[src/inc/ppdh_defs.svh]
// Constants of the pin power-down hold block
`ifndef PPDH_DEFS_SVH
`define PPDH_DEFS_SVH

// Number of general user pins handled by the hold cells
`define PPDH_PINS 8
// Clock period in ns (10 MHz)
`define PPDH_CLK_NS 100
// Longest time to capture state after a sleep pin rises, in ns
`define PPDH_CAPTURE_NS 12
// Longest time from sleep pin low to valid pins again, in ns
`define PPDH_WAKE_NS 1000
// Capture time in cycles, rounded down, never below one
`define PPDH_CAPTURE_CYC ((`PPDH_CAPTURE_NS / `PPDH_CLK_NS) < 1 ? 1 : \
	(`PPDH_CAPTURE_NS / `PPDH_CLK_NS))
// Wake time in cycles, rounded down, never below one
`define PPDH_WAKE_CYC ((`PPDH_WAKE_NS / `PPDH_CLK_NS) < 1 ? 1 : \
	(`PPDH_WAKE_NS / `PPDH_CLK_NS))
// Width of the wake counter
`define PPDH_CNT_W 4
// Reset value of held pin data
`define PPDH_PIN_RST 8'h00

`endif

[src/inc/ppdh_pkg.sv]
// Types of the pin power-down hold block
package ppdh_pkg;

	// Power state, Gray coded along run, hold, wake
	typedef enum logic [1:0]
	{
		PPDH_RUN = 2'h0,
		PPDH_HOLD = 2'h1,
		PPDH_WAKE = 2'h3
	} ppdh_state_type;

endpackage

[src/core/ppdh_hold_cell.sv]
// Hold latch for one user pin: output value, output enable and input level
`timescale 1ns/1ps
`default_nettype none
`include "ppdh_defs.svh"

module ppdh_hold_cell
	import ppdh_pkg::*;
(
	// Clock and reset
	input wire logic clk_i,
	input wire logic nrst_i,
	// Control
	input wire logic track_i,
	// Live values
	input wire logic core_out_i,
	input wire logic core_oe_i,
	input wire logic pad_in_i,
	// Held values
	output logic pad_out_o,
	output logic pad_oe_o,
	output logic core_in_o
);

	logic out_q;
	logic out_d;
	logic oe_q;
	logic oe_d;
	logic in_q;
	logic in_d;

	// ************************************************
	// Next values
	// ************************************************
	always_comb
	begin
		out_d = out_q;
		oe_d = oe_q;
		in_d = in_q;
		if (track_i)
		begin
			out_d = core_out_i;
			oe_d = core_oe_i;
			in_d = pad_in_i;
		end
	end

	// ************************************************
	// Registers
	// ************************************************
	always_ff @(posedge clk_i)
	begin
		if (!nrst_i)
		begin
			out_q <= 1'b0;
			oe_q <= 1'b0;
			in_q <= 1'b0;
		end
		else
		begin
			out_q <= out_d;
			oe_q <= oe_d;
			in_q <= in_d;
		end
	end

	assign pad_out_o = out_q;
	assign pad_oe_o = oe_q;
	assign core_in_o = in_q;

endmodule

`default_nettype wire

[src/core/ppdh_top.sv]
// Pin-controlled power-down sequencer with pin hold latches
`timescale 1ns/1ps
`default_nettype none
`include "ppdh_defs.svh"

module ppdh_top
	import ppdh_pkg::*;
(
	// Clock and reset
	input wire logic clk_i,
	input wire logic nrst_i,
	// Configuration, taken while reset is low
	input wire logic sleep_enable_i,
	// Sleep pins
	input wire logic sleep_pin_a_i,
	input wire logic sleep_pin_b_i,
	// User pins
	input wire logic [`PPDH_PINS-1:0] pad_in_i,
	output logic [`PPDH_PINS-1:0] pad_out_o,
	output logic [`PPDH_PINS-1:0] pad_oe_o,
	// Core logic side
	input wire logic [`PPDH_PINS-1:0] core_out_i,
	input wire logic [`PPDH_PINS-1:0] core_oe_i,
	output logic [`PPDH_PINS-1:0] core_in_o,
	output logic core_run_o,
	// Sleep pins seen as logic inputs
	output logic core_sleep_a_o,
	output logic core_sleep_b_o,
	// Buried feedback of the sleep pin macrocells
	input wire logic [1:0] core_buried_i,
	output logic [1:0] buried_fb_o,
	// Status
	output logic asleep_o
);

	// ************************************************
	// Declarations
	// ************************************************
	ppdh_state_type state_q;
	ppdh_state_type state_d;
	logic cfg_q;
	logic cfg_d;
	logic [`PPDH_CNT_W-1:0] cnt_q;
	logic [`PPDH_CNT_W-1:0] cnt_d;
	logic track_d;
	logic run_q;
	logic run_d;
	logic asleep_q;
	logic asleep_d;
	logic sleep_a_q;
	logic sleep_a_d;
	logic sleep_b_q;
	logic sleep_b_d;
	logic [1:0] buried_q;
	logic [1:0] buried_d;
	logic sleep_req;

	localparam logic [`PPDH_CNT_W-1:0] WAKE_LAST = `PPDH_CNT_W'(`PPDH_WAKE_CYC - 2);

	function automatic logic is_running(input ppdh_state_type st);
		is_running = (st == PPDH_RUN);
	endfunction

	// ************************************************
	// Sleep request
	// ************************************************
	assign sleep_req = cfg_q & (sleep_pin_a_i | sleep_pin_b_i);

	// ************************************************
	// Power state machine
	// ************************************************
	always_comb
	begin
		state_d = state_q;
		cnt_d = cnt_q;
		cfg_d = cfg_q;
		if (!nrst_i)
		begin
			cfg_d = sleep_enable_i;
		end
		case (state_q)
			PPDH_RUN:
			begin
				cnt_d = '0;
				if (sleep_req)
				begin
					state_d = PPDH_HOLD;
				end
			end
			PPDH_HOLD:
			begin
				cnt_d = '0;
				if (!sleep_req)
				begin
					state_d = PPDH_WAKE;
				end
			end
			PPDH_WAKE:
			begin
				if (sleep_req)
				begin
					state_d = PPDH_HOLD;
					cnt_d = '0;
				end
				else if (cnt_q >= WAKE_LAST)
				begin
					state_d = PPDH_RUN;
					cnt_d = '0;
				end
				else
				begin
					cnt_d = cnt_q + `PPDH_CNT_W'(1);
				end
			end
			default:
			begin
				state_d = PPDH_RUN;
				cnt_d = '0;
			end
		endcase
	end

	always_ff @(posedge clk_i)
	begin
		if (!nrst_i)
		begin
			state_q <= PPDH_RUN;
			cnt_q <= '0;
		end
		else
		begin
			state_q <= state_d;
			cnt_q <= cnt_d;
		end
		cfg_q <= cfg_d;
	end

	// ************************************************
	// Freeze controls and status
	// ************************************************
	always_comb
	begin
		track_d = is_running(state_d);
		run_d = is_running(state_d);
		asleep_d = !is_running(state_d);
		sleep_a_d = sleep_a_q;
		sleep_b_d = sleep_b_q;
		buried_d = buried_q;
		if (is_running(state_d))
		begin
			sleep_a_d = cfg_q ? 1'b0 : sleep_pin_a_i;
			sleep_b_d = cfg_q ? 1'b0 : sleep_pin_b_i;
			buried_d = core_buried_i;
		end
	end

	always_ff @(posedge clk_i)
	begin
		if (!nrst_i)
		begin
			run_q <= 1'b1;
			asleep_q <= 1'b0;
			sleep_a_q <= 1'b0;
			sleep_b_q <= 1'b0;
			buried_q <= 2'h0;
		end
		else
		begin
			run_q <= run_d;
			asleep_q <= asleep_d;
			sleep_a_q <= sleep_a_d;
			sleep_b_q <= sleep_b_d;
			buried_q <= buried_d;
		end
	end

	assign core_run_o = run_q;
	assign asleep_o = asleep_q;
	assign core_sleep_a_o = sleep_a_q;
	assign core_sleep_b_o = sleep_b_q;
	assign buried_fb_o = buried_q;

	// ************************************************
	// Pin hold cells
	// ************************************************
	genvar gi;
	generate
		for (gi = 0; gi < `PPDH_PINS; gi = gi + 1)
		begin : g_pin
			ppdh_hold_cell u_cell
			(
				.clk_i(clk_i),
				.nrst_i(nrst_i),
				.track_i(track_d),
				.core_out_i(core_out_i[gi]),
				.core_oe_i(core_oe_i[gi]),
				.pad_in_i(pad_in_i[gi]),
				.pad_out_o(pad_out_o[gi]),
				.pad_oe_o(pad_oe_o[gi]),
				.core_in_o(core_in_o[gi])
			);
		end
	endgenerate

endmodule

`default_nettype wire

[config.mk]
export PLATFORM = sky130hd
export DESIGN_NAME = ppdh_top
export DESIGN_NICKNAME = d
export VERILOG_FILES = /design/src/inc/ppdh_pkg.sv /design/src/core/ppdh_hold_cell.sv /design/src/core/ppdh_top.sv
export VERILOG_INCLUDE_DIRS = /design/src /design/src/inc
export SDC_FILE = /design/constraint.sdc
export NUM_CORES = 1
export LEC_CHECK = 0
export ABC_AREA = 0
export BUFFER_PORTS_ARGS = -buffer_cell sky130_fd_sc_hd__buf_2
export CAP_MARGIN = 10
export CELL_PAD_IN_SITES_DETAIL_PLACEMENT = 0
export CELL_PAD_IN_SITES_GLOBAL_PLACEMENT = 1
export CORE_ASPECT_RATIO = 0.75
export CORE_UTILIZATION = 38
export CTS_CLUSTER_SIZE = 12
export DETAILED_ROUTE_END_ITERATION = 12
export PLACE_DENSITY_LB_ADDON = 0.2
export SLEW_MARGIN = 40
export SYNTH_ARGS = -nofsm -noshare
export SYNTH_HDL_FRONTEND = slang
export SYNTH_SLANG_ARGS = --single-unit
export TNS_END_PERCENT = 30
[constraint.sdc]
create_clock -name clk_i -period 2.2 [get_ports clk_i]
set_input_delay 0.33 -clock clk_i [delete_from_list [all_inputs] [get_ports clk_i]]
set_output_delay 0.33 -clock clk_i [all_outputs]
set_load 0.05 [all_outputs]
==> results of run 1 <==
where the power goes:
group	leakage (nW)	switching, mW	internal [mW]
combinational	0.603	0.286	0.123
clock	0.0681	0.231	0.450
sequential	0.306	0.0265	0.729
area by class of cell:
cell class / count / area share
multi-input combinational: 103 / 0.326
clock buffer: 5 / 0.0356
timing repair buffer: 63 / 0.173
sequential: 37 / 0.388
tap: 55 / 0.0356
clock inverter: 3 / 0.0336
inverter: 4 / 0.00776
kinds of logic (layout without fill, tap and decap cells):
kind of cell | Yosys count | after routing | share of synthesized area
mux | 28 | 28 | 0.171
flops | 37 | 37 | 0.458
buf+inv | 38 | 75 | 0.156
xor+xnor | 1 | 1 | 0.00534
simple gates | 69 | 69 | 0.173
compound gates | 3 | 3 | 0.0214
fa+ha+maj | 2 | 2 | 0.0153
layer usage:
metal,GRT usage,part of all wire,vias to the layer above,routed length (um)
met5,0,0,-,0
met4,0.0728,0.018,0,51
met3,0.0512,0.061,5,176
met2,0.243,0.46,33,1320
met1,0.171,0.46,524,1340
li1,-,-,610,-
critical path: stages, from the launching register on:
cell     delay [ns]
dfxtp_1        0.35
a21bo_1        0.25
a21oi_4        0.16
buf_4          0.30
mux2i_1        0.23
flip-flops by register name (all words and copies together), names as in the netlist:
| signal | cells |
|---|---|
| buried_fb_o | 2 |
| core_run_o | 1 |
| asleep_o | 1 |
| g_pin.u_cell.pad_out_o | 8 |
| cfg_q | 1 |
| core_sleep_a_o | 1 |
| g_pin.u_cell.pad_oe_o | 8 |
| cnt_q | 4 |
| g_pin.u_cell.core_in_o | 8 |
| state_q | 2 |
| core_sleep_b_o | 1 |
cells in the final DEF (no fill, tap or decap), types with 2 or more instances in the layout:
master / count
nand2_1: 56
bufinv_16: 2
ha_1: 2
buf_2: 60
inv_1: 4
mux2i_1: 28
buf_4: 2
and2_1: 2
clkbuf_8: 5
nand3b_1: 2
dfxtp_1: 36
nor2_1: 5
stage by stage:
step	setup slack (ns)	instance area, um^2	util	total power [mW]
final	0.824	1940	0.472	1.85
after global routing	0.730	1940	0.472	1.93
after CTS	0.821	1940	0.472	1.87
after detailed placement	0.841	1800	0.439	1.19
after global placement	0.937	1800	0.439	1.17
after floorplan	1.02	1640	-	1.15
worst max-delay path by stage:
stage                           from                        end  slack (ns)  depth (start not counted)
final                     state_q[0]  g_pin[5].u_cell.pad_out_o        0.82                          4
after global routing      state_q[0]  g_pin[4].u_cell.core_in_o        0.73                          4
after CTS                 state_q[0]  g_pin[5].u_cell.pad_out_o        0.82                          4
after detailed placement  state_q[0]  g_pin[5].u_cell.pad_out_o        0.84                          4
after global placement    state_q[0]   g_pin[5].u_cell.pad_oe_o        0.94                          4
after floorplan           state_q[0]             buried_fb_o[0]        1.02                          4
==> flow_summary.toml, run 1 <==
[placed_design]
io_buffer_count = 60
place.gp.congestion = 0.690
post-place-cells = 262
dpl.hpwl_um = 2130

[clocking]
cts_tree = "built"
htreeDepth = 2
cts.path.max_buffers = 2
cts_resized = 0
numClockSinks = 37
cts_hold_buf = 0
clock-root-buffer = "clkbuf_8"
path_clk_slew_ns = 0.07
clk_latency_ns = 0.28
postCtsSetupBuffers = 0
cts_buffers = 5

[synth]
synth_edf_count = 1
syn_inst = 178
synth-seq-cells = 37
synth_cell_type_count = 21
synthTopCellsByArea = "dfxtp_1 44%, mux2i_1 17%, nand2_1 13%"
ys_warn_count = 0
postSynthAreaPerCell_um2 = 9.21
synthArstFlopShare = 0
synth_nets = 211
ys_top_cells_by_count = "56 x nand2_1, 36 x dfxtp_1, 28 x mux2i_1, 24 x buf_4, 6 x clkbuf_1"
synth.most_common_cell = "nand2_1"
synth_area_mm2 = 0.00164
ys.flop_type = "dfxtp_1"
ys_seq_area_frac = 0.458
synth_top_cell_area_share = 0.440
yosysTopAreaCell = "dfxtp_1"

[timing]
finalSetupViolCount = 0
hold_viol = 0
final.period_utilization = 0.626
hold_ws_ns = 0.220
fmax_ghz = 0.727
rsz0062_at_grt = "no"
skew_ns = 0.00343
finalMaxSlewViolations = 0
worst_pin_slew_ns = 0.497
slew-limit-headroom = 0.669
finalCriticalPeriod_ns = 1.38
fin_tns_setup_ns = 0

[setup_path]
reg2reg_slack_ns = 0.82
critPathMaxFanout = 18
worstPathRequired_ns = 2.41
worst_setup_path_start_kind = "flip-flop"
path_class = "reg2reg"
rr_endpoint = "g_pin[5].u_cell.pad_out_o"
crit_arrival_ns = 1.58
reg2reg_depth = 4
regToRegStartpoint = "state_q[0]"
end_kind = "flip-flop"

[global_routing]
track_usage = 0.146
grt_pass1_wl_um = 5060
grt_pass1_vias = 1150
grt_max_degree = 35
antenna_found_initial = 0
grt-ovfl-total = 0

[die]
io_pins = 61
die_w_um = 77.8
fp.dieArea_mm2 = 0.00458
fp.coreArea_mm2 = 0.00410
start_util = 0.399
rows = 20
die_h_um = 58.9

[layout]
final_cells = 270
area_growth_pct = 18.1
n_antenna_cell = 0
multi_input_area_um2 = 632
seqCellArea_um2 = 751
final_nets = 247
final_layout_size_suffix_gt1_frac = 0.344
fillers = 421

[routing]
viasPerCell = 4.34
post_drt_wl_per_cell_um = 10.7
drc = 0
wirelength_um = 2890
drt_pass1_iterations = 4
drtIter0Drc = 34
num_vias = 1172
ant_nets = 0

[min_path]
whs_path_depth = 1
hp-class = "in2reg"
hold_path_end = "cfg_q"
min_from = "sleep_enable_i"

[run_status]
status = "complete, no violations"

[power]
power_density_mw_per_mm2 = 954
ir_drop_mv = 0.355
leakage_nw = 0.978

[flow_run]
drv_cap = 0
(Power assumes the default switching activity.)
==> run 2, diff against run 1 <==
--- a/config.mk
+++ b/config.mk
@@ -12,7 +12,7 @@
 export CELL_PAD_IN_SITES_DETAIL_PLACEMENT = 0
 export CELL_PAD_IN_SITES_GLOBAL_PLACEMENT = 1
 export CORE_ASPECT_RATIO = 0.75
-export CORE_UTILIZATION = 38
+export CORE_UTILIZATION = 35
 export CTS_CLUSTER_SIZE = 12
 export DETAILED_ROUTE_END_ITERATION = 12
 export PLACE_DENSITY_LB_ADDON = 0.2
==> constraint.sdc (replaced) <==
create_clock -name clk_i -period 1.3 [get_ports clk_i]
set_input_delay 0.195 -clock clk_i [delete_from_list [all_inputs] [get_ports clk_i]]
set_output_delay 0.195 -clock clk_i [all_outputs]
set_load 0.05 [all_outputs]
==> run 2 against run 1 <==
  * Critical path depth grew 1
  * Clock skew increased by 0.0051 ns
  * Worst setup slack lost 0.80 ns
  * Sequential share of layout area is 2.1 points lower
  * Sequential cell count unchanged
  * Fmax rose by 7.9%
  * Via count rose by 3.3%
  * Largest power group unchanged
  * Cell count grew 3.7%
  * Worst hold slack got worse by 0.13 ns
  * Critical path type unchanged
  * Global-route usage down 1.8 points
  * Sequential power increased by 69%
  * Non-clock buffer count rose by 8
==> flow_summary.toml, run 2 (synthesized netlist as in run 1, its figures left out) <==
[setup_path]
rr_endpoint = "g_pin[4].u_cell.pad_out_o"
reg2reg_slack_ns = 0.03
crit_arrival_ns = 1.49
regToRegStartpoint = "state_q[0]"
path_class = "reg2reg"
critPathMaxFanout = 8
worstPathRequired_ns = 1.51
reg2reg_depth = 5
worst_setup_path_start_kind = "flip-flop"
end_kind = "flip-flop"

[clocking]
clock-root-buffer = "clkbuf_8"
cts.path.max_buffers = 2
cts_buffers = 5
path_clk_slew_ns = 0.07
cts_tree = "built"
cts_hold_buf = 0
clk_latency_ns = 0.28
numClockSinks = 37
htreeDepth = 2

[timing]
finalSetupViolCount = 0
skew_ns = 0.00854
rsz0062_at_grt = "yes"
fmax_ghz = 0.784
setup_slack_ns = 0.0250
finalMaxSlewViolations = 0
hold_viol = 0
final.period_utilization = 0.981
hold_ws_ns = 0.0924
slew-limit-headroom = 0.791
finalCriticalPeriod_ns = 1.27
worst_pin_slew_ns = 0.313

[power]
power_density_mw_per_mm2 = 1510
seqPwrFrac = 0.415
p_comb_frac = 0.261
leakage_nw = 1.03
power_switching_share = 0.302
ir_drop_mv = 0.870
power.internal_mw = 2.16
switching_power_mw = 0.932
p_clk_frac = 0.324

[layout]
area_growth_pct = 25.1
mostFrequentLayoutCells = "60 x buf_2, 56 x nand2_1, 35 x dfxtp_1, 28 x mux2i_1, 6 x clkbuf_8"
multi_input_area_um2 = 638
final_cells = 280
final_common_cell = "buf_2"
n_antenna_cell = 0
seqCellArea_um2 = 752
final_nets = 255
final_layout_size_suffix_gt1_frac = 0.372
fillers = 448

[min_path]
whs_path_depth = 1
min_from = "sleep_enable_i"
hold_path_end = "cfg_q"
hp-class = "in2reg"

[die]
fp.coreArea_mm2 = 0.00447
die_w_um = 81.0
rows = 21
start_util = 0.367
io_pins = 61
die_h_um = 61.3
fp.dieArea_mm2 = 0.00496

[placed_design]
io_buffer_count = 60
pre_cts_slack_ns = -0.00178
post-place-cells = 266
place.gp.congestion = 0.705
dpl.hpwl_um = 2180

[routing]
drt_pass1_iterations = 4
viasPerCell = 4.33
post_drt_wl_per_cell_um = 11.0
drc = 0
drtIter0Drc = 38
num_vias = 1211
ant_nets = 0
wirelength_um = 3070

[run_status]
status = "complete, no violations"

[global_routing]
grt_pass1_vias = 1093
grt-ovfl-total = 0
track_usage = 0.128
grt_max_degree = 37
antenna_found_initial = 0
grt_pass1_wl_um = 4630

[flow_run]
drv_cap = 0
==> run 2: final cells by class <==
type | instances | area share
inverter | 4 | 0.00732
timing repair buffer | 71 | 0.223
sequential | 37 | 0.367
tap | 57 | 0.0348
clock inverter | 1 | 0.0146
clock buffer | 7 | 0.0421
multi-input combinational | 103 | 0.311
==> run 2: layer usage <==
layer  vias up  GRT usage  wire length [um]
met2        40      0.222              1410
met5         -          0                 0
met3         7     0.0444               210
met4         0     0.0689                49
li1        625          -                 -
met1       539      0.141              1400
==> run 2: power groups by stage <==
stage	combinational (mW)	clock, mW	sequential (mW)
after global routing	0.857	1.09	1.29
after global placement	0.710	0	1.30
after CTS	0.726	1.04	1.28
after detailed placement	0.721	0	1.31
after floorplan	0.595	0	1.35
final	0.805	1.00	1.28
==> run 2: how the worst max path moves through the flow <==
stage,startpoint,endpoint,slack (ns),cells after the start
finish,state_q[0],g_pin[4].u_cell.pad_out_o,0.03,5
global placement,state_q[0],g_pin[1].u_cell.core_in_o,0.1,4
global route,state_q[0],g_pin[7].u_cell.pad_oe_o,-0.03,5
floorplan,state_q[0],buried_fb_o[0],0.12,4
detailed placement,state_q[0],g_pin[7].u_cell.pad_oe_o,-0.002,4
CTS,state_q[0],g_pin[0].u_cell.pad_oe_o,0.006,4
==> run 2: timing repair <==
item / in CTS / in global routing
buffers inserted: 0 / 4
gates cloned: 0 / 2
gates resized for setup: 1 / 5
pin swaps: 1 / 0
endpoints found under the setup margin: 2 / 21
==> run 2: per-stage QoR <==
step | TNS [ns] | instance area, um^2 | total power [mW] | utilization
6_report | 0 | 2050 | 3.09 | 0.459
5_1_grt | -0.0786 | 2050 | 3.24 | 0.459
4_1_cts | 0 | 1950 | 3.05 | 0.437
3_5_place_dp | -0.00178 | 1830 | 2.03 | 0.410
3_3_place_gp | 0 | 1830 | 2.01 | 0.410
2_1_floorplan | 0 | 1640 | 1.95 | -
==> run 2: worst max-delay path: stages (launching register included) <==
cell and delay [ns]:
dfxtp_2 0.34, a21bo_4 0.23, a21oi_4 0.16, buf_6 0.14, clkbuf_16 0.16, mux2i_1 0.17
